==> src/stmr_regs.vh <==
// Register map, field positions, reset values and timing constants of the timer unit.
// Assumes inclusion by the timer top module and its helpers; definitions only.
`ifndef STMR_REGS_VH
`define STMR_REGS_VH

// =========================================================
// Register byte offsets on the APB
`define STMR_OFS_CTRL0 12'h000
`define STMR_OFS_CTRL1 12'h004
`define STMR_OFS_PERIOD 12'h008
`define STMR_OFS_SECOND 12'h00C
`define STMR_OFS_COUNT 12'h010
`define STMR_OFS_STATUS 12'h014

// =========================================================
// Field positions
`define STMR_CTRL0_CE 0
`define STMR_CTRL0_PRE_LSB 1
`define STMR_CTRL0_PRE_MSB 3
`define STMR_CTRL1_MD_LSB 0
`define STMR_CTRL1_MD_MSB 2
`define STMR_CTRL1_EEE 4
`define STMR_CTRL1_EST 6
`define STMR_CTRL1_TRG_RISE 8
`define STMR_CTRL1_TRG_FALL 9
`define STMR_CTRL1_MASK1 12
`define STMR_STAT_CC0 0
`define STMR_STAT_CC1 1

// =========================================================
// Mode codes and reset values
`define STMR_MODE_INTERVAL 3'h0
`define STMR_MODE_EVENT 3'h1
`define STMR_MODE_TRIGPWM 3'h2
`define STMR_CNT_IDLE 16'hFFFF
`define STMR_CNT_ZERO 16'h0000
`define STMR_CNT_ONE 16'h0001
`define STMR_RST_CTRL 16'h0000
`define STMR_RST_CMP 16'h0000

// =========================================================
// Prescaler: count tick every 2^pre clocks, pre is 0..7
`define STMR_PRE_W 8

`endif

==> src/stmr_timer.v <==
// 16-bit timer with period and second compare channels, interval, event and triggered PWM modes.
// Assumes an APB master on clk_i and asynchronous trigger/event pin input.
// Behaviour
// - Mode 000 is interval: period match clears counter, toggles out0, raises compare0.
// - Period FFFFH: counter wraps to 0000H, compare0 and out0 toggle, no overflow.
// - Interval/event period writes reach shadow at once; missed value matches after wrap.
// - Interval: second compare below period pulses compare1 and toggles out1 per cycle.
// - Second compare above period never matches: no compare1, out1 unchanged.
// - Mode 001 is event count: enable clears counter, loads shadow, counts edges.
// - Event mode: period match clears counter, raises compare0 every period+1 edges.
// - Event mode holds out0 low.
// - Event mode period FFFFH: wrap to 0000H on next edge with compare0, no overflow.
// - Event mode still loads second shadow and raises compare1 on its match.
// - Mode 010 waits for a trigger, then clears counter, counts, drives PWM on out1.
// - Trigger while running clears counter to 0000H and restarts.
// - PWM active width equals second value; period equals period value plus one.
// - Compare0 on tick after period match with clear; compare1 on tick that steps counter onto second value.
// - Triggered PWM loads both shadows only at the starting trigger and at period match clear.
// - Trigger comes from valid pin edge or software trigger bit write.
// - Software triggered PWM toggles out0 once per PWM period.
//
// The register addresses and register access over APB were left to the implementer.
`include "stmr_regs.vh"

module stmr_timer #(
  parameter W = 16
) (
  input wire clk_i,
  input wire rst_n_i,
  input wire clk_en_i,
  input wire psel_i,
  input wire penable_i,
  input wire pwrite_i,
  input wire [11:0] paddr_i,
  input wire [31:0] pwdata_i,
  output reg [31:0] prdata_o,
  output reg pready_o,
  output reg pslverr_o,
  input wire trigger_event_input_i,
  output reg timer_out_zero_o,
  output reg timer_out_one_o,
  output reg compare0_irq_o,
  output reg compare1_irq_o
);

  // =========================================================
  // Control state
  reg count_enable_bit;
  reg [2:0] prescale_sel;
  reg [2:0] operating_mode_field;
  reg event_clock_select;
  reg trig_rise_en;
  reg trig_fall_en;
  reg compare1_irq_mask;
  reg [W-1:0] counter;
  reg [`STMR_PRE_W-1:0] prescale;
  reg cc0_flag;
  reg cc1_flag;
  reg soft_trig_seen;
  reg ce_q;
  reg cc0_pending;

  // State machine of the trigger mode
  localparam [2:0] ST_IDLE = 3'b001;
  localparam [2:0] ST_WAIT = 3'b010;
  localparam [2:0] ST_RUN = 3'b100;
  reg [2:0] state;
  reg [2:0] next_state;

  wire [W-1:0] period_compare_reg;
  wire [W-1:0] period_compare_shadow;
  wire [W-1:0] second_compare_reg;
  wire [W-1:0] second_compare_shadow;
  wire match0;
  wire match1;
  wire pin_level;
  wire pin_rise;
  wire pin_fall;

  // =========================================================
  // APB decode
  wire apb_wr = psel_i & penable_i & pwrite_i & clk_en_i;
  wire apb_rd_setup = psel_i & ~penable_i & ~pwrite_i;
  wire wr_ctrl0 = apb_wr & (paddr_i == `STMR_OFS_CTRL0);
  wire wr_ctrl1 = apb_wr & (paddr_i == `STMR_OFS_CTRL1);
  wire wr_period = apb_wr & (paddr_i == `STMR_OFS_PERIOD);
  wire wr_second = apb_wr & (paddr_i == `STMR_OFS_SECOND);
  wire wr_status = apb_wr & (paddr_i == `STMR_OFS_STATUS);
  wire addr_ok = (paddr_i == `STMR_OFS_CTRL0) | (paddr_i == `STMR_OFS_CTRL1) |
                 (paddr_i == `STMR_OFS_PERIOD) | (paddr_i == `STMR_OFS_SECOND) |
                 (paddr_i == `STMR_OFS_COUNT) | (paddr_i == `STMR_OFS_STATUS);

  // Software trigger: a write of one to the trigger bit
  wire soft_trig = wr_ctrl1 & pwdata_i[`STMR_CTRL1_EST];

  // =========================================================
  // Mode decode
  wire mode_int = (operating_mode_field == `STMR_MODE_INTERVAL);
  wire mode_evt = (operating_mode_field == `STMR_MODE_EVENT);
  wire mode_pwm = (operating_mode_field == `STMR_MODE_TRIGPWM);

  // =========================================================
  // Pin synchroniser and edge selection
  // The pin passes two flip-flops before any logic reads it, so edges lag by two clocks
  stmr_sync u_pin (
    .clk_i(clk_i),
    .rst_n_i(rst_n_i),
    .ce_i(clk_en_i),
    .async_i(trigger_event_input_i),
    .level_o(pin_level),
    .rise_o(pin_rise),
    .fall_o(pin_fall)
  );
  wire pin_edge = (trig_rise_en & pin_rise) | (trig_fall_en & pin_fall);
  wire ext_trig = mode_pwm & pin_edge;
  wire trig = mode_pwm & (ext_trig | soft_trig);

  // =========================================================
  // Count tick: prescaled clock, or pin edges in event mode / event clock
  wire pre_tick = (prescale_sel == 3'h0) ? 1'b1 :
                  (prescale[prescale_sel - 3'h1] & ~|(prescale & ((8'h01 << (prescale_sel - 3'h1)) - 8'h01)));
  // The event clock in interval mode lets the pin pace the toggling outputs
  wire use_edge = mode_evt | (mode_int & event_clock_select);
  wire tick = clk_en_i & count_enable_bit & (use_edge ? pin_edge : pre_tick);

  // Enable rising edge starts the counter in interval and event modes
  wire start = count_enable_bit & ~ce_q & (mode_int | mode_evt);
  wire running = count_enable_bit & ~start & (mode_pwm ? (state == ST_RUN) : 1'b1);

  // Period match clear of the counter
  wire clr_int = running & tick & match0 & ~mode_pwm;
  wire clr_pwm = running & tick & match0 & mode_pwm;
  // Batch load at period clear, or start load in trigger mode
  wire batch_load = mode_pwm & (clr_pwm | (trig & (state == ST_WAIT)));
  wire direct = ~mode_pwm;
  // Trigger mode drops out1 as the counter steps onto the second value, so the
  // active level lasts exactly that many ticks; other modes flag the match tick
  wire [W-1:0] count_step = counter + {{(W-1){1'b0}}, 1'b1};
  wire early1 = (count_step == second_compare_shadow);
  wire hit1 = mode_pwm ? early1 : match1;
  // A period match outranks the second match, so a full-width pulse stays high
  wire cmp1_hit = running & tick & hit1 & ~match0;
  // Width the second shadow holds after this edge; a restart must use the new one
  wire [W-1:0] second_next = batch_load ? (wr_second ? pwdata_i[W-1:0] : second_compare_reg) :
                             second_compare_shadow;

  // =========================================================
  // Compare channels
  stmr_cmp #(.W(W)) u_period (
    .clk_i(clk_i),
    .rst_n_i(rst_n_i),
    .ce_i(clk_en_i),
    .wr_i(wr_period),
    .wdata_i(pwdata_i[W-1:0]),
    .direct_i(direct),
    .load_i(batch_load | start),
    .count_i(counter),
    .reg_o(period_compare_reg),
    .shadow_o(period_compare_shadow),
    .match_o(match0)
  );
  stmr_cmp #(.W(W)) u_second (
    .clk_i(clk_i),
    .rst_n_i(rst_n_i),
    .ce_i(clk_en_i),
    .wr_i(wr_second),
    .wdata_i(pwdata_i[W-1:0]),
    .direct_i(direct),
    .load_i(batch_load | start),
    .count_i(counter),
    .reg_o(second_compare_reg),
    .shadow_o(second_compare_shadow),
    .match_o(match1)
  );

  // =========================================================
  // Trigger state machine
  // Clearing the enable or leaving trigger mode drops back to idle at once
  always @* begin
    next_state = state;
    case (state)
      ST_IDLE: begin
        if (count_enable_bit && mode_pwm) begin
          next_state = ST_WAIT;
        end
      end
      ST_WAIT: begin
        if (!count_enable_bit || !mode_pwm) begin
          next_state = ST_IDLE;
        end else if (trig) begin
          next_state = ST_RUN;
        end
      end
      ST_RUN: begin
        if (!count_enable_bit || !mode_pwm) begin
          next_state = ST_IDLE;
        end
      end
      default: begin
        next_state = ST_IDLE;
      end
    endcase
  end

  // =========================================================
  // Control registers, counter, prescaler and state
  always @(posedge clk_i or negedge rst_n_i) begin
    if (!rst_n_i) begin
      count_enable_bit <= 1'b0;
      prescale_sel <= 3'h0;
      operating_mode_field <= `STMR_MODE_INTERVAL;
      event_clock_select <= 1'b0;
      trig_rise_en <= 1'b0;
      trig_fall_en <= 1'b0;
      compare1_irq_mask <= 1'b0;
      counter <= `STMR_CNT_IDLE;
      prescale <= {`STMR_PRE_W{1'b0}};
      state <= ST_IDLE;
      ce_q <= 1'b0;
      soft_trig_seen <= 1'b0;
      cc0_pending <= 1'b0;
    end else if (clk_en_i) begin
      if (wr_ctrl0) begin
        count_enable_bit <= pwdata_i[`STMR_CTRL0_CE];
        prescale_sel <= pwdata_i[`STMR_CTRL0_PRE_MSB:`STMR_CTRL0_PRE_LSB];
      end
      if (wr_ctrl1) begin
        operating_mode_field <= pwdata_i[`STMR_CTRL1_MD_MSB:`STMR_CTRL1_MD_LSB];
        event_clock_select <= pwdata_i[`STMR_CTRL1_EEE];
        trig_rise_en <= pwdata_i[`STMR_CTRL1_TRG_RISE];
        trig_fall_en <= pwdata_i[`STMR_CTRL1_TRG_FALL];
        compare1_irq_mask <= pwdata_i[`STMR_CTRL1_MASK1];
      end
      ce_q <= count_enable_bit;
      state <= next_state;
      prescale <= count_enable_bit ? prescale + 8'h01 : {`STMR_PRE_W{1'b0}};
      // Remember a software trigger source for the out0 square wave
      if (soft_trig) begin
        soft_trig_seen <= 1'b1;
      end else if (ext_trig || !count_enable_bit) begin
        soft_trig_seen <= 1'b0;
      end
      // Compare0 in trigger mode follows the clear by one count tick
      if (!mode_pwm || trig || !count_enable_bit) begin
        cc0_pending <= 1'b0;
      end else if (clr_pwm) begin
        cc0_pending <= 1'b1;
      end else if (tick) begin
        cc0_pending <= 1'b0;
      end
      // A trigger outranks a period match, so a restart never loses its clear
      if (!count_enable_bit) begin
        counter <= `STMR_CNT_IDLE;
      end else if (start) begin
        counter <= `STMR_CNT_ZERO;
      end else if (trig) begin
        counter <= `STMR_CNT_ZERO;
      end else if (clr_int || clr_pwm) begin
        counter <= `STMR_CNT_ZERO;
      end else if (running && tick) begin
        // Plain binary wrap from FFFFH to 0000H; no overflow state exists
        counter <= counter + `STMR_CNT_ONE;
      end
    end
  end

  // =========================================================
  // Compare pulses; trigger suppresses a coincident match
  wire cc0_ev = clr_int | (cc0_pending & tick & ~trig);
  wire cc1_ev = (cmp1_hit & ~trig) | (match1 & match0 & running & tick & ~mode_pwm);

  // Pulses, outputs and sticky status
  always @(posedge clk_i or negedge rst_n_i) begin
    if (!rst_n_i) begin
      compare0_irq_o <= 1'b0;
      compare1_irq_o <= 1'b0;
      timer_out_zero_o <= 1'b0;
      timer_out_one_o <= 1'b0;
      cc0_flag <= 1'b0;
      cc1_flag <= 1'b0;
    end else if (clk_en_i) begin
      compare0_irq_o <= cc0_ev;
      compare1_irq_o <= cc1_ev & ~compare1_irq_mask;
      // Status flags: set wins over clear
      cc0_flag <= cc0_ev | (cc0_flag & ~(wr_status & pwdata_i[`STMR_STAT_CC0]));
      cc1_flag <= cc1_ev | (cc1_flag & ~(wr_status & pwdata_i[`STMR_STAT_CC1]));
      if (!count_enable_bit) begin
        timer_out_zero_o <= 1'b0;
        timer_out_one_o <= 1'b0;
      end else if (mode_int) begin
        if (start || clr_int) begin
          timer_out_zero_o <= ~timer_out_zero_o;
        end
        if (cc1_ev) begin
          timer_out_one_o <= ~timer_out_one_o;
        end
      end else if (mode_evt) begin
        timer_out_zero_o <= 1'b0;
      end else if (mode_pwm) begin
        if ((soft_trig_seen || soft_trig) && (trig || clr_pwm)) begin
          timer_out_zero_o <= ~timer_out_zero_o;
        end
        if (trig || clr_pwm) begin
          // A zero width keeps out1 inactive for the whole period
          timer_out_one_o <= (second_next != `STMR_CNT_ZERO);
        end else if (cmp1_hit) begin
          timer_out_one_o <= 1'b0;
        end
      end
    end
  end

  // =========================================================
  // APB answer: zero wait states, error on unmapped address
  // Writes to the count register or an unmapped address change nothing
  always @(posedge clk_i or negedge rst_n_i) begin
    if (!rst_n_i) begin
      prdata_o <= 32'h00000000;
      pready_o <= 1'b0;
      pslverr_o <= 1'b0;
    end else if (clk_en_i) begin
      pready_o <= psel_i & ~penable_i;
      pslverr_o <= psel_i & ~penable_i & ~addr_ok;
      if (apb_rd_setup) begin
        case (paddr_i)
          `STMR_OFS_CTRL0: prdata_o <= {28'h0000000, prescale_sel, count_enable_bit};
          `STMR_OFS_CTRL1: prdata_o <= {19'h00000, compare1_irq_mask, 2'h0, trig_fall_en, trig_rise_en,
                                        3'h0, event_clock_select, 1'b0, operating_mode_field};
          `STMR_OFS_PERIOD: prdata_o <= {16'h0000, period_compare_reg};
          `STMR_OFS_SECOND: prdata_o <= {16'h0000, second_compare_reg};
          `STMR_OFS_COUNT: prdata_o <= {16'h0000, count_enable_bit ? counter : `STMR_CNT_ZERO};
          `STMR_OFS_STATUS: prdata_o <= {28'h0000000, pin_level, state == ST_RUN, cc1_flag, cc0_flag};
          default: prdata_o <= 32'h00000000;
        endcase
      end else begin
        prdata_o <= 32'h00000000;
      end
    end
  end

endmodule // stmr_timer

==> src/stmr_sync.v <==
// Two-flip-flop synchroniser with rising/falling edge pulses on the synchronised level.
// Assumes an input from outside the clock domain and a clock enable shared with the timer.
module stmr_sync (
  input wire clk_i,
  input wire rst_n_i,
  input wire ce_i,
  input wire async_i,
  output reg level_o,
  output wire rise_o,
  output wire fall_o
);

  // =========================================================
  // Synchroniser stages plus one history stage
  reg meta;
  reg hist;

  // First stage is read only by the second stage
  always @(posedge clk_i or negedge rst_n_i) begin
    if (!rst_n_i) begin
      meta <= 1'b0;
      level_o <= 1'b0;
      hist <= 1'b0;
    end else if (ce_i) begin
      meta <= async_i;
      level_o <= meta;
      hist <= level_o;
    end
  end

  // Edge pulses from the settled level only
  assign rise_o = ce_i & level_o & ~hist;
  assign fall_o = ce_i & ~level_o & hist;

endmodule // stmr_sync

==> src/stmr_cmp.v <==
// One compare channel: software register, shadow buffer and equality against the counter.
// Assumes load strobes come from the timer's control logic on the same clock.
module stmr_cmp #(
  parameter W = 16
) (
  input wire clk_i,
  input wire rst_n_i,
  input wire ce_i,
  input wire wr_i,
  input wire [W-1:0] wdata_i,
  input wire direct_i,
  input wire load_i,
  input wire [W-1:0] count_i,
  output reg [W-1:0] reg_o,
  output reg [W-1:0] shadow_o,
  output wire match_o
);

  // =========================================================
  // Register and shadow; immediate mode writes through to the shadow
  always @(posedge clk_i or negedge rst_n_i) begin
    if (!rst_n_i) begin
      reg_o <= {W{1'b0}};
      shadow_o <= {W{1'b0}};
    end else if (ce_i) begin
      if (wr_i) begin
        reg_o <= wdata_i;
      end
      if (wr_i && direct_i) begin
        shadow_o <= wdata_i;
      end else if (load_i) begin
        shadow_o <= wr_i ? wdata_i : reg_o;
      end
    end
  end

  // Match of counter with the shadow
  assign match_o = (count_i == shadow_o);

endmodule // stmr_cmp

==> config.mk <==
export PLATFORM = sky130hd
export DESIGN_NAME = stmr_timer
export DESIGN_NICKNAME = d
export VERILOG_FILES = /design/src/stmr_timer.v /design/src/stmr_sync.v /design/src/stmr_cmp.v
export VERILOG_INCLUDE_DIRS = /design/src
export SDC_FILE = /design/constraint.sdc
export NUM_CORES = 1
export LEC_CHECK = 0
export BUFFER_PORTS_ARGS = -buffer_cell sky130_fd_sc_hd__buf_2
export CORE_ASPECT_RATIO = 0.7
export CORE_MARGIN = 2
export CORE_UTILIZATION = 40
export DETAILED_ROUTE_END_ITERATION = 8
export SETUP_SLACK_MARGIN = 0.4
export SLEW_MARGIN = 40
export SYNTH_ARGS = -nofsm -noshare
export SYNTH_HDL_FRONTEND = slang
export SYNTH_SLANG_ARGS = --single-unit
==> constraint.sdc <==
create_clock -name clk_i -period 3.75 [get_ports clk_i]
set_clock_uncertainty 0.2 [all_clocks]
set_input_delay 0.1875 -clock clk_i [delete_from_list [all_inputs] [get_ports clk_i]]
set_output_delay 0.1875 -clock clk_i [all_outputs]
set_load 0.05 [all_outputs]
Word-level counts from Yosys, hierarchy flattened
Cells that the tools add are included.

word-level totals
  flip-flop bits (word level) = 148
  input port bits = 51
  output and inout bits = 38
  logic and storage cells = 218

cells by class
  add/subtract/negate cells = 4
  order comparisons = 1
  eq/ne operators = 24
  shifts and indexed selects = 1
  multiplexer cells = 45
  bitwise gates (word level) = 79
  reduce and logical (&&, ||, !) cells = 35

operator list
  operator                                              number
  two-way mux 16 bit                                    13
  case mux 16 bit (6 select lines)                      1
  AND 1 bit                                             48
  equality test 16 bit                                  3
  two-way mux 32 bit                                    1
  equality test 12 x 4 -> 1 bit, second input constant  2
  equality test 12 x 5 -> 1 bit, second input constant  2
  two-way mux 1 bit                                     23
  adder 16 x 1 -> 16 bit, second input constant         1
  nonzero test 16 bit                                   1
  NOT 1 bit                                             15
  bitwise OR 1 bit                                      15
  AND reduction 2 bit                                   7
  equality test 12 x 3 -> 1 bit, second input constant  1
  zero test 12 bit                                      1
  two-way mux 3 bit                                     4
  != test 4 x 1 -> 1 bit, second input constant         3
  != test 3 x 2 -> 1 bit, second input constant         3
  case mux 3 bit (3 select lines)                       1
  adder 8 x 1 -> 8 bit, second input constant           1
  AND 8 bit                                             1
  logical OR 1 bit                                      8
  two-way mux 8 bit                                     1
  AND reduction 4 bit                                   2
  19 further kinds                                      31

Longest topological paths before layout
  word-level depth = 22
  gate-level depth with buffers = 16
  mapped depth without buffers = 13

Modules after synthesis
A second synthesis with hierarchy kept.

unflattened totals
  cells, all modules = 876
  area, all modules = 8,521.9 um^2

modules (own cells, without submodules)
  module      times used  cells each  area each (um^2)
  stmr_timer  1           610         5,039.8
  stmr_cmp    2           129         1,676.6
  stmr_sync   1           8           128.9

Least setup slack after synthesis
Ideal clock, no wire load.

  kind = register to register
  start = register prescale_sel[0]
  end = register u_period.shadow_o[0]
  setup time = 0.125 ns
  arrival time = 3.310 ns
  data required time = 3.425 ns
  slack = 0.116 ns
  stages on the path, launching flop included = 15
  path through = dfrtp_1 -> inv_1 -> ha_1 -> ha_1 -> buf_2 -> nand2_1 -> ha_1 -> xnor2_1 -> o32ai_1 -> a2111oi_0 -> a31o_1 -> and3_1 -> o31ai_4 -> buf_4 -> mux2_2

on the way
  word-level cells in the longest chain between the ends = 18
  elaborated cells between the ends (all ways) = 21

ends and longest elaborated chain
  what                               line              RTL
  start: declaration                 stmr_timer.v:49   reg [2:0] prescale_sel;
  start signal: assignment           stmr_timer.v:225  prescale_sel <= pwdata_i[`STMR_CTRL0_PRE_MSB:`STMR_CTRL0_PRE_LSB];
  subtractor 3 x 1 -> 3 bit          stmr_timer.v:121  (prescale[prescale_sel - 3'h1] & ~|(prescale & ((8'h01 << (prescale_sel - 3'h1)) - 8'h01)));
  << shifter 1 x 3 -> 8 bit          stmr_timer.v:121
  subtractor 8 x 1 -> 8 bit          stmr_timer.v:121
  AND 8 bit                          stmr_timer.v:121
  OR reduction 8 bit                 stmr_timer.v:121
  zero test 1 bit                    stmr_timer.v:121
  AND 1 bit                          stmr_timer.v:121
  two-way mux 1 bit (*)              stmr_timer.v:120  wire pre_tick = (prescale_sel == 3'h0) ? 1'b1 :
  two-way mux 1 bit (*)              stmr_timer.v:124  wire tick = clk_en_i & count_enable_bit & (use_edge ? pin_edge : pre_tick);
  AND 1 bit (*)                      stmr_timer.v:124
  AND 1 bit (*) (3 in series)        stmr_timer.v:132  wire clr_pwm = running & tick & match0 & mode_pwm;
  bitwise OR 1 bit (*)               stmr_timer.v:134  wire batch_load = mode_pwm & (clr_pwm | (trig & (state == ST_WAIT)));
  AND 1 bit (*)                      stmr_timer.v:134
  bitwise OR 1 bit (*)               stmr_timer.v:156  .load_i(batch_load | start),
  nonzero test 2 bit (no line) (*)   n/a
  AND reduction 2 bit (no line) (*)  n/a
  end signal: assignment             stmr_cmp.v:24     shadow_o <= {W{1'b0}};
  end signal: assignment             stmr_cmp.v:30     shadow_o <= wdata_i;
  end signal: assignment             stmr_cmp.v:32     shadow_o <= wr_i ? wdata_i : reg_o;
  end: declaration                   stmr_cmp.v:15     output reg [W-1:0] shadow_o,

Mark *: on every way between the ends. The rest lies on a longest branch, timed or not. The select of a mux whose other input is x is not followed.
A chain may end at the register's enable or synchronous reset.

Final worst setup path
  start = register prescale_sel[0]
  end = register u_period.shadow_o[9]

Same word-level chain as after synthesis.

==> summary.txt <==
CTS tree: yes
first-pass GRT wire length: 34500 µm
Worst-Margin Slew: 691 ps
commonest cells after routing, fill and taps aside: 114 x dfrtp_1, 91 x mux2_2, 55 x buf_2, 39 x nand2_1, 34 x o21ai_0
TritonCTS Buffers: 17
DR vias/cell: 5.93
Setup Viol. Count Final: 0
Routed wire per std cell: 20.9 µm
die height: 120 µm
Area Overhead vs Synth: 21.8%
root buffer cell: clkbuf_16
WP data required: 3870 ps
Ys Warns: 0
Worst Path Class, Setup: reg -> reg
antenna violations before repair: 0
Critical Path Max Stage Delay: 420 ps
Worst Path Arrival: 3420 ps
Clk Latency, worst-skew pair: 430 ps
NumNets Final: 883
HP Class: in -> reg
layout cells sized above 1: 0.323
Max-Cap Viols: 0
GR Overflow Total: 0
GPL Wtd Cong: 0.881
Worst Hold Slack: 59.1 ps
die width: 170 µm
total routed wirelength: 22500 µm
CP max FO: 8
Layout Utilization: 0.497
Final Hold Fails: 0
Syn Inst Count: 737
Synth Register Bits: 132
via count of the first global-routing pass: 6116
DRT antenna net count: 0
Period minus WS final: 3300 ps
critical path startpoint category: register
count of cell types in the netlist: 77
Detail Placement HPWL: 16000 µm
Reg clk slew, reported paths: 60 ps
top cell family by delay on the critical path: compound AO/OA/AOI/OAI gates
most common cell after layout, fill and taps aside: dfrtp_1
Final Max Slew Viols: 0
Die ar.: 20400 µm²
predominant post-synthesis flop cell: dfrtp_1
Synth async-reset ratio: 1.00
All-Layer GR Usage: 0.223
Sink Count: 132
worst-path cell chain: inv_4 > ha_4 > ha_4 > nand2_4 > ha_4 > nor3b_1 > o22ai_2 > a2111oi_4 > a31o_4 > and3_4 > o31ai_4 > buf_4 > clkbuf_16 > mux2_2
row cnt: 42
TritonRoute pass-1 iters: 5
Post-synth EDFFs: 0
Crit path buffers/inverters: 3
largest net degree at the start of global routing: 61
Slew HR: 0.538
P per Cell Area: 384 nW/µm²
htree depth: 4
fin crit share: 0.881
Max VDD drop: 263 µV
crit end category: register
Initial Util: 0.408
Clock Path Buffers: 2
Setup TNS Final: 0 ps
io pins: 89
1st-iter DRT viols: 603
Design Power: 3610 µW
total number of vias: 6393
Reg2Reg Setup Slack: 450 ps
slowest CP cell: dfrtp_2
Mapped Area: 7720 µm²
fill cell count: 1647
Antenna diodes: 0
RSZ-0062 raised after global routing: false
cell mode on critical path: ha_4
Avg Cell Area, Syn: 10.5 µm²
Fmax: 303 MHz
P_leak: 0.00421 µW
# DRC: 0
Port Buf Inserts: 56
Placeable Area: 18900 µm²
sequential area share after synthesis: 0.431
outcome: completed
## registers in the layout, summed over array words and instances (netlist names), 3 cells and up
| name | count |
|---|---|
| u_second.reg_o | 16 |
| prescale | 8 |
| operating_mode_field | 3 |
| prdata_o | 16 |
| state | 3 |
| u_period.shadow_o | 16 |
| prescale_sel | 3 |
| counter | 16 |
| u_second.shadow_o | 16 |
| u_period.reg_o | 16 |
## power breakdown
group / internal (µW) / switching, µW / leakage [µW]
logic: 140 / 241 / 0.00214
registers: 1460 / 40.4 / 0.00178
clock network: 1010 / 719 / 0.000289
## worst min-delay path: cells and delay by family
kind	cells	cell delay, ps
AOI/OAI and AO/OA	1	120
buffers and inverters	1	80
and+or+nand+nor	1	260
## Yosys cell counts, drive strengths merged (4+ instances only)
library cell | n | area, µm²
a22o | 20 | 175
nand4b | 5 | 50.0
mux2 | 91 | 1020
o21ai | 35 | 175
nor3b | 4 | 30.0
a22oi | 11 | 82.6
nor4 | 23 | 159
nand2b | 14 | 87.6
clkbuf | 25 | 95.1
nor2b | 6 | 37.5
buf | 39 | 248
o21a | 6 | 45.0
o32ai | 4 | 35.0
dfstp | 17 | 447
dfrtp | 115 | 2880
nand4 | 8 | 50.1
o41ai | 5 | 43.8
inv | 22 | 82.6
xnor2 | 15 | 131
nand3b | 4 | 30.0
nor3 | 17 | 90.1
o2bb2ai | 21 | 184
and3 | 8 | 50.1
a221oi | 4 | 35.0
a31oi | 4 | 25.0
o22ai | 4 | 25.0
nand2 | 43 | 169
nand3 | 21 | 105
ha | 9 | 113
xor2 | 28 | 245
a21oi | 15 | 86.3
o31ai | 10 | 88.8
mux2i | 5 | 50.1
nor2 | 31 | 116
## final timing paths
check,cells after the start,from,endpoint
max in group asynchronous,3,rst_n_i,prdata_o[12]
hold / removal,3,pwrite_i,prdata_o[2]
setup / recovery,14,prescale_sel[0],u_period.shadow_o[9]
min in group asynchronous,2,rst_n_i,compare0_irq_o
setup reg to reg,14,prescale_sel[0],u_period.shadow_o[9]
hold reg to reg,1,compare0_irq_o,compare0_irq_o
## kinds of logic after synthesis
| kind of cell | Yosys count | synth area share |
|---|---|---|
| buffers and inverters | 86 | 0.0551 |
| adder cells (fa/ha/maj) | 9 | 0.0146 |
| other | 1 | 0.000486 |
| multiplexers | 97 | 0.142 |
| flip-flops | 132 | 0.431 |
| AO/OA/AOI/OAI | 170 | 0.165 |
| AND/OR/NAND/NOR | 199 | 0.143 |
| XOR/XNOR | 43 | 0.0488 |
## layout make-up
cell class              count  area [µm²]  area share
clock buffers              17         425      0.0453
flip-flops and latches    132        3330       0.354
multi-input cells         534        4200       0.447
clock inverters            15         189      0.0201
well taps                 242         303      0.0322
inverters                  22        85.1     0.00905
repair buffers            116         871      0.0926
## per-stage QoR
stage / std cells / instance area (µm²) / setup slack [ps]
after global routing: 1078 / 9400 / 362
after floorplan: 752 / 7820 / 411
after detailed placement: 1010 / 8280 / 229
after global placement: 1010 / 8280 / 280
final: 1078 / 9400 / 446
after CTS: 1069 / 9170 / 427
## per-layer routing
metal | up-vias | GRT usage | routed length [µm]
met1 | 3219 | 0.340 | 11200
li1 | 2897 | - | -
met2 | 245 | 0.311 | 9290
met4 | 0 | 0.0486 | 335
met5 | - | 0 | 0
met3 | 32 | 0.0645 | 1710
## timing repair
| action | in CTS | in global routing |
|---|---|---|
| cloned | 0 | 2 |
| setup buffers | 4 | 7 |
| pin swaps | 2 | 6 |
| hold endpoints to repair | 111 | 0 |
| hold buffers | 23 | 0 |
| resized for setup | 3 | 24 |
| setup endpoints to repair | 51 | 52 |
(Power assumes the default switching activity.)
